### src/reset_seq_defines.svh
// Summary of operation
// RL1: Reset pin low one machine cycle minimum
// RL2: Count 5359 oscillator clocks before running
// RL3: Start execution at page 0, address 0
// RL4: Clock mode control resets to 1100
// RL5: First interrupt control and enable cleared
// RL6: Edge interrupt control cleared to zero
// RL7: Sixth timer control cleared to 0000
// RL8: All three key wakeup controls cleared
// RL9: All three pull-up controls cleared
// RL10: Converter control cleared, mode and channel zero
// RL11: External interrupt request flag cleared
// RL12: Software initialises working registers after release
// RL13: Software initialises all undefined state
// RL14: Power-down flag cleared by reset only; the code also clears it on power_down_clr
// RL15: Re-entered reset restarts the wait count
`ifndef RESET_SEQ_DEFINES_SVH
`define RESET_SEQ_DEFINES_SVH

// ----------------------------------------
// Timing counts
// ----------------------------------------
// Oscillator clocks per machine cycle
`define MACHINE_CYCLE_CLKS 4
// Stabilisation wait in oscillator clocks
`define STAB_CYCLES 5359
// Width of the wait counter
`define STAB_CNT_W 13
// Width of the machine cycle counter
`define MC_CNT_W 3

// ----------------------------------------
// Widths and reset values
// ----------------------------------------
`define PC_PAGE_W 6
`define PC_ADDR_W 7
`define PC_PAGE_RST 6'h00
`define PC_ADDR_RST 7'h00
`define CLOCK_MODE_RST 4'hC
`define CTRL4_ZERO 4'h0
`define WAKE_BANKS 3

`endif

### src/reset_seq_pkg.sv
package reset_seq_pkg;

    // Sequencer phase
    typedef enum {ST_HOLD, ST_STAB, ST_RUN} seq_state_t;

    // Target of a software write
    typedef enum logic [2:0] {
        SEL_CLOCK_MODE,
        SEL_IRQ_FIRST,
        SEL_EDGE_IRQ,
        SEL_TIMER_SIXTH,
        SEL_KEY_WAKE,
        SEL_PULLUP,
        SEL_CONVERTER
    } reg_sel_t;

endpackage : reset_seq_pkg

### src/reset_pin_qualifier.sv
`timescale 1ns/1ps
`include "reset_seq_defines.svh"

module reset_pin_qualifier (
    // Clock, reset, enable
    input wire logic clk,
    input wire logic rstn,
    input wire logic ce,
    // External reset pin, active low
    input wire logic reset_pin_n,
    // Qualified reset level
    output logic hold
);
    // ----------------------------------------
    // Low-time measurement
    // ----------------------------------------
    logic [`MC_CNT_W-1:0] low_cnt_reg; // Clocks seen low so far
    logic [`MC_CNT_W-1:0] low_cnt_next;
    logic hold_reg; // Reset being applied
    logic hold_next;

    // Next-state for the low-time counter
    always_comb begin
        low_cnt_next = low_cnt_reg;
        hold_next = hold_reg;
        if (reset_pin_n) begin
            // Pin released: reset ends, measurement restarts
            low_cnt_next = '0;
            hold_next = 1'b0;
        // RL1 minimum low time
        end else if (low_cnt_reg == `MC_CNT_W'(`MACHINE_CYCLE_CLKS - 1)) begin
            // Short glitches never reach here, so they are ignored
            hold_next = 1'b1;
        end else begin
            low_cnt_next = low_cnt_reg + `MC_CNT_W'(1);
        end
    end

    // Registers; power-up counts as a reset being applied
    always_ff @(posedge clk) begin
        if (!rstn) begin
            low_cnt_reg <= '0;
            hold_reg <= 1'b1;
        end else if (ce) begin
            low_cnt_reg <= low_cnt_next;
            hold_reg <= hold_next;
        end
    end

    assign hold = hold_reg;

endmodule : reset_pin_qualifier

### src/reset_release_sequencer.sv
`timescale 1ns/1ps
`include "reset_seq_defines.svh"

module reset_release_sequencer
    import reset_seq_pkg::*;
#(
    parameter int STAB_CYCLES = `STAB_CYCLES
) (
    // Clock, reset, enable
    input wire logic clk,
    input wire logic rstn,
    input wire logic ce,
    // External reset pin
    input wire logic reset_pin_n,
    // Software register write port
    input wire logic wr_en,
    input wire reg_sel_t wr_sel,
    input wire logic [1:0] wr_bank,
    input wire logic [3:0] wr_data,
    // Flag events and clears
    input wire logic ext_irq_event,
    input wire logic ext_irq_clr,
    input wire logic gie_set,
    input wire logic gie_clr,
    input wire logic standby_wake,
    input wire logic power_down_clr,
    // Sequencer status
    output logic in_reset,
    output logic stab_busy,
    output logic cpu_run,
    output logic pc_load,
    output logic [`PC_PAGE_W-1:0] pc_page,
    output logic [`PC_ADDR_W-1:0] pc_addr,
    // Control registers
    output logic [3:0] clock_mode_control,
    output logic [3:0] interrupt_control_first,
    output logic [3:0] edge_interrupt_control,
    output logic [3:0] timer_control_sixth,
    output logic [3:0] key_wakeup_control [`WAKE_BANKS],
    output logic [3:0] pullup_control [`WAKE_BANKS],
    output logic [3:0] converter_control,
    // Flags
    output logic external_irq_request_flag,
    output logic global_interrupt_enable,
    output logic power_down_flag
);
    // ----------------------------------------
    // Helpers
    // ----------------------------------------
    // Write-or-hold decode shared by every control register
    function automatic logic [3:0] upd4(input logic [3:0] cur, input logic hit, input logic [3:0] d);
        upd4 = hit ? d : cur;
    endfunction : upd4
    // Set beats clear so a coincident event is never lost
    function automatic logic flag_upd(input logic cur, input logic set, input logic clr);
        flag_upd = set | (cur & ~clr);
    endfunction : flag_upd

    // ----------------------------------------
    // Reset pin qualification
    // ----------------------------------------
    logic hold; // Qualified reset level
    reset_pin_qualifier u_qual (
        .clk(clk),
        .rstn(rstn),
        .ce(ce),
        .reset_pin_n(reset_pin_n),
        .hold(hold)
    );

    // ----------------------------------------
    // Release sequencer
    // ----------------------------------------
    seq_state_t state_reg, state_next; // Current phase
    logic [`STAB_CNT_W-1:0] cnt_reg, cnt_next; // Wait counter
    logic load_reg, load_next; // Start-of-execution pulse
    logic [`PC_PAGE_W-1:0] page_reg, page_next; // Start page
    logic [`PC_ADDR_W-1:0] addr_reg, addr_next; // Start address
    // Registered copy of the phase (run, wait, hold) so status pins come from flops
    logic [2:0] phase_reg, phase_next;
    logic force_rst; // Reset values imposed
    logic sw_ok; // Software writes accepted
    assign force_rst = (state_reg != ST_RUN);
    assign sw_ok = (state_reg == ST_RUN) && wr_en;

    // Phase and counter next values
    always_comb begin
        state_next = state_reg;
        cnt_next = cnt_reg;
        load_next = 1'b0;
        page_next = page_reg;
        addr_next = addr_reg;
        case (state_reg)
            ST_HOLD: begin
                // Counter kept at zero while reset is held
                cnt_next = '0;
                if (!hold) begin
                    state_next = ST_STAB;
                end
            end
            ST_STAB: begin
                if (hold) begin
                    // RL15 restart the wait
                    state_next = ST_HOLD;
                    cnt_next = '0;
                // RL2 full wait elapsed
                end else if (cnt_reg == `STAB_CNT_W'(STAB_CYCLES - 1)) begin
                    state_next = ST_RUN;
                    // RL3 fetch from origin
                    load_next = 1'b1;
                    page_next = `PC_PAGE_RST;
                    addr_next = `PC_ADDR_RST;
                end else begin
                    cnt_next = cnt_reg + `STAB_CNT_W'(1);
                end
            end
            ST_RUN: begin
                // Any qualified reset stops execution at once
                if (hold) begin
                    state_next = ST_HOLD;
                    cnt_next = '0;
                end
            end
            default: begin
                state_next = ST_HOLD;
                cnt_next = '0;
            end
        endcase
        // Status flops follow the phase the state register is about to take
        phase_next = {state_next == ST_RUN, state_next == ST_STAB, state_next == ST_HOLD};
    end
    // Phase registers
    always_ff @(posedge clk) begin
        if (!rstn) begin
            state_reg <= ST_HOLD;
            phase_reg <= 3'h1;
            cnt_reg <= '0;
            load_reg <= 1'b0;
            page_reg <= `PC_PAGE_RST;
            addr_reg <= `PC_ADDR_RST;
        end else if (ce) begin
            state_reg <= state_next;
            phase_reg <= phase_next;
            cnt_reg <= cnt_next;
            load_reg <= load_next;
            page_reg <= page_next;
            addr_reg <= addr_next;
        end
    end

    // ----------------------------------------
    // Single control registers and flags
    // ----------------------------------------
    logic [3:0] mode_reg, mode_next;
    logic [3:0] irq1_reg, irq1_next;
    logic [3:0] edge_reg, edge_next;
    logic [3:0] tim6_reg, tim6_next;
    logic [3:0] conv_reg, conv_next;
    logic exf_reg, exf_next;
    logic gie_reg, gie_next;
    logic pdf_reg, pdf_next;
    // Next values: forced while held or waiting, else software
    always_comb begin
        if (force_rst) begin
            // RL4 clock mode reset value
            mode_next = `CLOCK_MODE_RST;
            // RL5 interrupts disabled
            irq1_next = `CTRL4_ZERO;
            gie_next = 1'b0;
            // RL6 edge control cleared
            edge_next = `CTRL4_ZERO;
            // RL7 timer control cleared
            tim6_next = `CTRL4_ZERO;
            // RL10 converter mode and channel zero
            conv_next = `CTRL4_ZERO;
            // RL11 request flag cleared
            exf_next = 1'b0;
            // RL14 cold start marker
            pdf_next = 1'b0;
        end else begin
            mode_next = upd4(mode_reg, sw_ok && wr_sel == SEL_CLOCK_MODE, wr_data);
            irq1_next = upd4(irq1_reg, sw_ok && wr_sel == SEL_IRQ_FIRST, wr_data);
            edge_next = upd4(edge_reg, sw_ok && wr_sel == SEL_EDGE_IRQ, wr_data);
            tim6_next = upd4(tim6_reg, sw_ok && wr_sel == SEL_TIMER_SIXTH, wr_data);
            conv_next = upd4(conv_reg, sw_ok && wr_sel == SEL_CONVERTER, wr_data);
            exf_next = flag_upd(exf_reg, ext_irq_event, ext_irq_clr);
            gie_next = flag_upd(gie_reg, gie_set, gie_clr);
            // Wakeup from standby marks a warm start
            pdf_next = flag_upd(pdf_reg, standby_wake, power_down_clr);
        end
    end
    // Registers for the group; values undefined before first reset
    always_ff @(posedge clk) begin
        if (!rstn) begin
            mode_reg <= `CLOCK_MODE_RST;
            irq1_reg <= `CTRL4_ZERO;
            edge_reg <= `CTRL4_ZERO;
            tim6_reg <= `CTRL4_ZERO;
            conv_reg <= `CTRL4_ZERO;
            exf_reg <= 1'b0;
            gie_reg <= 1'b0;
            pdf_reg <= 1'b0;
        end else if (ce) begin
            mode_reg <= mode_next;
            irq1_reg <= irq1_next;
            edge_reg <= edge_next;
            tim6_reg <= tim6_next;
            conv_reg <= conv_next;
            exf_reg <= exf_next;
            gie_reg <= gie_next;
            pdf_reg <= pdf_next;
        end
    end

    // ----------------------------------------
    // Banked wakeup and pull-up registers
    // ----------------------------------------
    logic [3:0] key_reg [`WAKE_BANKS];
    logic [3:0] pull_reg [`WAKE_BANKS];

    for (genvar b = 0; b < `WAKE_BANKS; b++) begin : g_bank
        logic [3:0] key_next;
        logic [3:0] pull_next;
        logic bank_hit; // Write addresses this bank
        assign bank_hit = sw_ok && (wr_bank == 2'(b));
        // Next values for one bank
        always_comb begin
            // RL8 wakeup sources off
            key_next = force_rst ? `CTRL4_ZERO : upd4(key_reg[b], bank_hit && wr_sel == SEL_KEY_WAKE, wr_data);
            // RL9 pull-ups off
            pull_next = force_rst ? `CTRL4_ZERO : upd4(pull_reg[b], bank_hit && wr_sel == SEL_PULLUP, wr_data);
        end
        // Bank registers
        always_ff @(posedge clk) begin
            if (!rstn) begin
                key_reg[b] <= `CTRL4_ZERO;
                pull_reg[b] <= `CTRL4_ZERO;
            end else if (ce) begin
                key_reg[b] <= key_next;
                pull_reg[b] <= pull_next;
            end
        end
        assign key_wakeup_control[b] = key_reg[b];
        assign pullup_control[b] = pull_reg[b];
    end

    // ----------------------------------------
    // Outputs
    // ----------------------------------------
    // Working registers and other state stay with software
    assign in_reset = phase_reg[0];
    assign stab_busy = phase_reg[1];
    assign cpu_run = phase_reg[2];
    assign pc_load = load_reg;
    assign pc_page = page_reg;
    assign pc_addr = addr_reg;
    assign clock_mode_control = mode_reg;
    assign interrupt_control_first = irq1_reg;
    assign edge_interrupt_control = edge_reg;
    assign timer_control_sixth = tim6_reg;
    assign converter_control = conv_reg;
    assign external_irq_request_flag = exf_reg;
    assign global_interrupt_enable = gie_reg;
    assign power_down_flag = pdf_reg;
endmodule : reset_release_sequencer

### config.mk
export PLATFORM = sky130hd
export DESIGN_NAME = reset_release_sequencer
export DESIGN_NICKNAME = d
export VERILOG_FILES = /design/src/reset_seq_pkg.sv /design/src/reset_pin_qualifier.sv /design/src/reset_release_sequencer.sv
export VERILOG_INCLUDE_DIRS = /design/src /design/src/src
export SDC_FILE = /design/constraint.sdc
export NUM_CORES = 1
export LEC_CHECK = 0
export BUFFER_PORTS_ARGS = -buffer_cell sky130_fd_sc_hd__buf_2
export CAP_MARGIN = 5
export CORE_ASPECT_RATIO = 1.5
export CORE_MARGIN = 4
export CORE_UTILIZATION = 55
export CTS_CLUSTER_SIZE = 8
export DETAILED_ROUTE_END_ITERATION = 10
export PLACE_DENSITY = 0.86
export SYNTH_ARGS = -nofsm -noshare
export SYNTH_HDL_FRONTEND = slang
export SYNTH_SLANG_ARGS = --single-unit
### constraint.sdc
create_clock -name clk -period 6.4 [get_ports clk]
set_clock_uncertainty 0.2 [all_clocks]
set_input_delay 0 -clock clk [delete_from_list [all_inputs] [get_ports clk]]
set_output_delay 0 -clock clk [all_outputs]
set_load 0.01 [all_outputs]
* After elaboration in Yosys (flattened, before gate mapping) *
Memories as Yosys holds them, arrays and structs flattened.
Cells that the tools add are included.

cells by class
  add/sub/neg operators = 2
  multiply operators = 0
  divide/modulo/power cells = 0
  $lt $le $gt $ge = 0
  equal/unequal tests = 19
  shift operators = 0
  multiplexer cells = 51
  bitwise gates (word level) = 15
  reduce and logical (&&, ||, !) cells = 33

operators with widths
  kind                     number
  $mux W32                 4
  $mux W4                  28
  $pmux W32 S3             1
  $eq A32 B2 Y1 const B    2
  $eq A32 B3 Y1 const B    2
  $logic_not A32 Y1        2
  $mux W13                 3
  $eq A32 B1 Y1 const B    1
  $ne A32 B3 Y1 const B    1
  $pmux W13 S2             1
  $logic_and A1 B1 Y1      15
  $reduce_and A2 Y1        7
  $add A13 B1 Y13 const B  1
  $eq A13 B13 Y1 const B   1
  $mux W1                  12
  $reduce_bool A2 Y1       6
  $eq A3 B2 Y1 const B     3
  $eq A3 B3 Y1 const B     3
  $or A1 B1 Y1             9
  $mux W3                  2
  $add A3 B1 Y3 const B    1
  $and A1 B1 Y1            3
  $eq A3 B1 Y1 const B     1
  $logic_not A3 Y1         1
  8 further kinds          10

storage, ports and cells
  flip-flop bits (word level) = 76
  latch bits = 0
  bits in writable memories = 24
  bits in read-only memories = 0
  input bits = 20
  output and inout bits = 64
  memories = 2

memory list
  memory    depth  bits a word  rd ports  clocked after memory_dff  wr ports  line                            source
  key_reg   3      4            3         0                         3         reset_release_sequencer.sv:218  logic [3:0] key_reg [`WAKE_BANKS];
  pull_reg  3      4            3         0                         3         reset_release_sequencer.sv:219  logic [3:0] pull_reg [`WAKE_BANKS];

* Longest topological paths before layout *
  depth after elaboration = 7
  depth in mapped cells = 8

* By module *
Synthesis repeated with hierarchy kept, for this count alone.

unflattened totals
  cell total of the unflattened synthesis = 411
  area total of the unflattened synthesis = 4,165.2 µm²

modules (own cells, without submodules)
  module                   instances  cells each  area each (µm²)  seq. area each (µm²)
  reset_release_sequencer  1          388         3,963.8          2,162.1
  reset_pin_qualifier      1          23          201.4            80.1

* Least setup slack after synthesis *
Ideal clock, no wire load.

  kind = register to register
  from = register, netlist name state_reg[29]
  to = memory pull_reg[2][0], enable pin
  data arrival time = 1,717 ps
  required time = 5,898 ps
  setup slack = 4,182 ps
  stages on the path, launching flop included = 8
  buffers on the path = 2
  clock period less this slack = 2,218 ps
  cell sequence = dfxtp_1 > nor4_2 > nand4_2 > or3_1 > buf_2 > buf_6 > a31oi_1 > o21ai_0

RTL lines
  what              line
  end: declaration  reset_release_sequencer.sv:219

* Final worst setup path *
  from = register state_reg[3]
  to = register mode_reg[2], in the netlist clock_mode_control[2]

between the ends
  cells in the longest elaborated chain, start to end = 5
  elaborated cells on any way between the ends = 7
  classes of those cells = eq/ne: 2; mux: 1; reduce/logical: 4

ends and longest elaborated chain
  what                                 line                            source
  start: declaration                   reset_release_sequencer.sv:74   seq_state_t state_reg, state_next;
  start signal: assignment             reset_release_sequencer.sv:142  state_reg <= state_next;
  $eq A32 B3 Y1                        reset_release_sequencer.sv:84   assign sw_ok = (state_reg == ST_RUN) && wr_en;
  $logic_and A1 B1 Y1                  reset_release_sequencer.sv:84
  $logic_and A1 B1 Y1                  reset_release_sequencer.sv:181  mode_next = upd4(mode_reg, sw_ok && wr_sel == SEL_CLOCK_MODE, wr_data);
  $reduce_bool A2 Y1 (no source line)  -
  $reduce_and A2 Y1 (no source line)   -
  end signal: assignment               reset_release_sequencer.sv:195  mode_reg <= `CLOCK_MODE_RST;
  end signal: assignment               reset_release_sequencer.sv:204  mode_reg <= mode_next;
  end: declaration                     reset_release_sequencer.sv:154  logic [3:0] mode_reg, mode_next;

Several ways; a longest one is shown, not always the timed one.
A chain may end at the register's enable or synchronous reset.

==> results.cfg <==
[status]
status = finished, final reports clean

[drt]
wirelength_mm = 8.76
drc_errors = 0
wl_per_cell_um = 15.5
drt-pass1-iter-count = 5
ant_nets = 0
drtIter0Drc = 232
vias = 3049
vias_per_cell = 5.41

[sta]
worst_pin_slew_ps = 1170
relSlewSlack_pct = 21.4
hold_violations = 0
finalMaxSlewViolations = 0
rsz0062_at_grt = false
min_period_ps = 3630
finalSetupTns_ps = 0
fmax_mhz = 275
setup_violations = 0
fin_crit_sh_pct = 56.7

[final_layout]
largest_reg_flops = 32
fill_cells = 508
syn2layout_area_growth_pct = 18.3
final_util_pct = 68.1
multiInputGateArea_mm2 = 0.00162
layout-drive-gt1-share_pct = 21.0
antennaDiodeCount = 0
ff_latch_area_mm2 = 0.00224
finalNetCount = 486

[synthesis]
synth_area_leader_cell = dfxtp_1
yosys_register_bits = 100
synth_area_leaders = dfxtp_1, edfxtp_1, and2_1
yosysSeqAreaShare_pct = 55.7
synthCells = 384
synth.distinct_cells = 51
syn_avg_cell_area_um2 = 10.5
synth_ff_type = dfxtp_1
synth_edf_count = 24
ys_top_cells_by_count = dfxtp_1, and2_1, nand2_1
netlist.area_leader.share_pct = 37.8
post-synth-top-count-cell = dfxtp_1
async_flop_share_pct = 0
yosysWarnings = 0
synth_area_mm2 = 0.00402

[clocking]
cts-buffers-inserted = 9
clk_latency_ps = 370
htree_levels = 3
cts_buffer_depth = 2
cts.clk_slew.worst_paths_ps = 100
cts_root_buf = clkbuf_8
cts_tree = built
clock-sinks = 100
post_cts_resized = 0

[die]
core_area_mm2 = 0.00699
die-area_mm2 = 0.00877
start_util_pct = 57.5
num_rows = 37
die_w_um = 77.8
io_pins = 84
die_h_um = 113

[global_routing]
grt_pass1_vias = 3025
antenna_found_initial = 0
grtUsageTotal_pct = 21.1
grt_pass1_wl_mm = 14.6
grt_max_degree = 50
overflow = 0

[setup_path]
critPathMaxFanout = 16
end_kind = flop
critical_path_class = reg2reg
startpoint_type = flop
worstPathRequired_ps = 6460
crit_arrival_ps = 3690

[worst_hold_path]
hp-class = in2reg

[power]
powerDensity_mw_per_mm2 = 241
max-vdd-ir-drop_v = 0.000119
p_leak_uw = 0.00191

[placed_design]
dp_hpwl_mm = 5.73
port_buffers = 70
routabilityCongestion = 0.896

[run]
cap_violations = 0
## final timing paths
path              depth (start not counted)  slack [ps]                          to     startpoint
setup / recovery                          8        2770       clock_mode_control[2]   state_reg[3]
hold / removal                            4          20  interrupt_control_first[3]          wr_en
setup reg to reg                          8        2770       clock_mode_control[2]   state_reg[3]
hold reg to reg                           1         270               state_reg[11]  state_reg[11]
## power breakdown
| part | switching, µW | leakage (µW) | internal [µW] |
|---|---|---|---|
| Combinational | 40.4 | 0.000915 | 22.3 |
| Clock | 213 | 0.000104 | 217 |
| Sequential | 3.29 | 0.000887 | 651 |
## layout make-up
type / count / share of cell area [%]
clock buffer: 12 / 3.50
clock inverter: 4 / 1.13
inverter: 5 / 0.394
multi-input combinational: 257 / 34.1
sequential: 100 / 47.1
tap: 97 / 2.55
timing repair buffer: 89 / 11.3
## critical path: stages (launching register included)
cell and delay (ps):
dfxtp_1 330, nor4_1 290, nand4_1 280, or3_1 670, o21a_1 310, o32ai_1 170, dlygate4sd3_1 620, nand2_1 60
dlygate4sd3_1 590
## repair_timing
action / CTS / global route
buffers inserted: 0 / 0
hold endpoints to repair: 27 / 0
hold buffers: 17 / 0
## cells in the final DEF (no fill, tap or decap), types with 5 or more instances in the layout
cell	n
o21ai_0	19
conb_1	13
nand2_1	27
buf_2	70
nor2_1	14
dfxtp_1	76
edfxtp_1	24
xnor2_1	7
nor3_1	5
and2_1	36
dlygate4sd3_1	17
clkbuf_8	10
inv_1	5
and3_1	10
a32oi_1	18
a21boi_0	5
a21oi_1	10
nand2b_1	5
nor2b_1	26
nor4_1	6
## routing by layer
layer  vias to the layer above  global-route usage [%]  part of all wire [%]
li1                       1496                       -                     -
met4                         0                    9.03                   1.5
met5                         -                       0                     0
met1                      1433                    24.6                    40
met3                        13                    4.94                   6.3
met2                       107                    36.8                    52
## stage by stage
stage | hold slack [ps] | cells | power, µW | setup WS, ps | area (µm²)
2_1_floorplan | -55.9 | 396 | 711 | 4180 | 4070
3_3_place_gp | 52.4 | 531 | 724 | 3450 | 4370
3_5_place_dp | 55.1 | 531 | 725 | 3350 | 4370
4_1_cts | 4.00 | 564 | 1150 | 2890 | 4760
5_1_grt | 60.6 | 564 | 1190 | 2590 | 4760
6_report | 15.6 | 564 | 1150 | 2770 | 4760
## kinds of logic after synthesis
| family | synth area share, % |
|---|---|
| AO/OA/AOI/OAI | 12.8 |
| other | 0.0932 |
| AND/OR/NAND/NOR | 23.2 |
| buffers and inverters | 5.10 |
| multiplexers | 0.249 |
| XOR/XNOR | 1.52 |
| adder cells (fa/ha/maj) | 1.24 |
| flip-flops | 55.7 |
No activity file was read; power rests on OpenSTA's default activity.
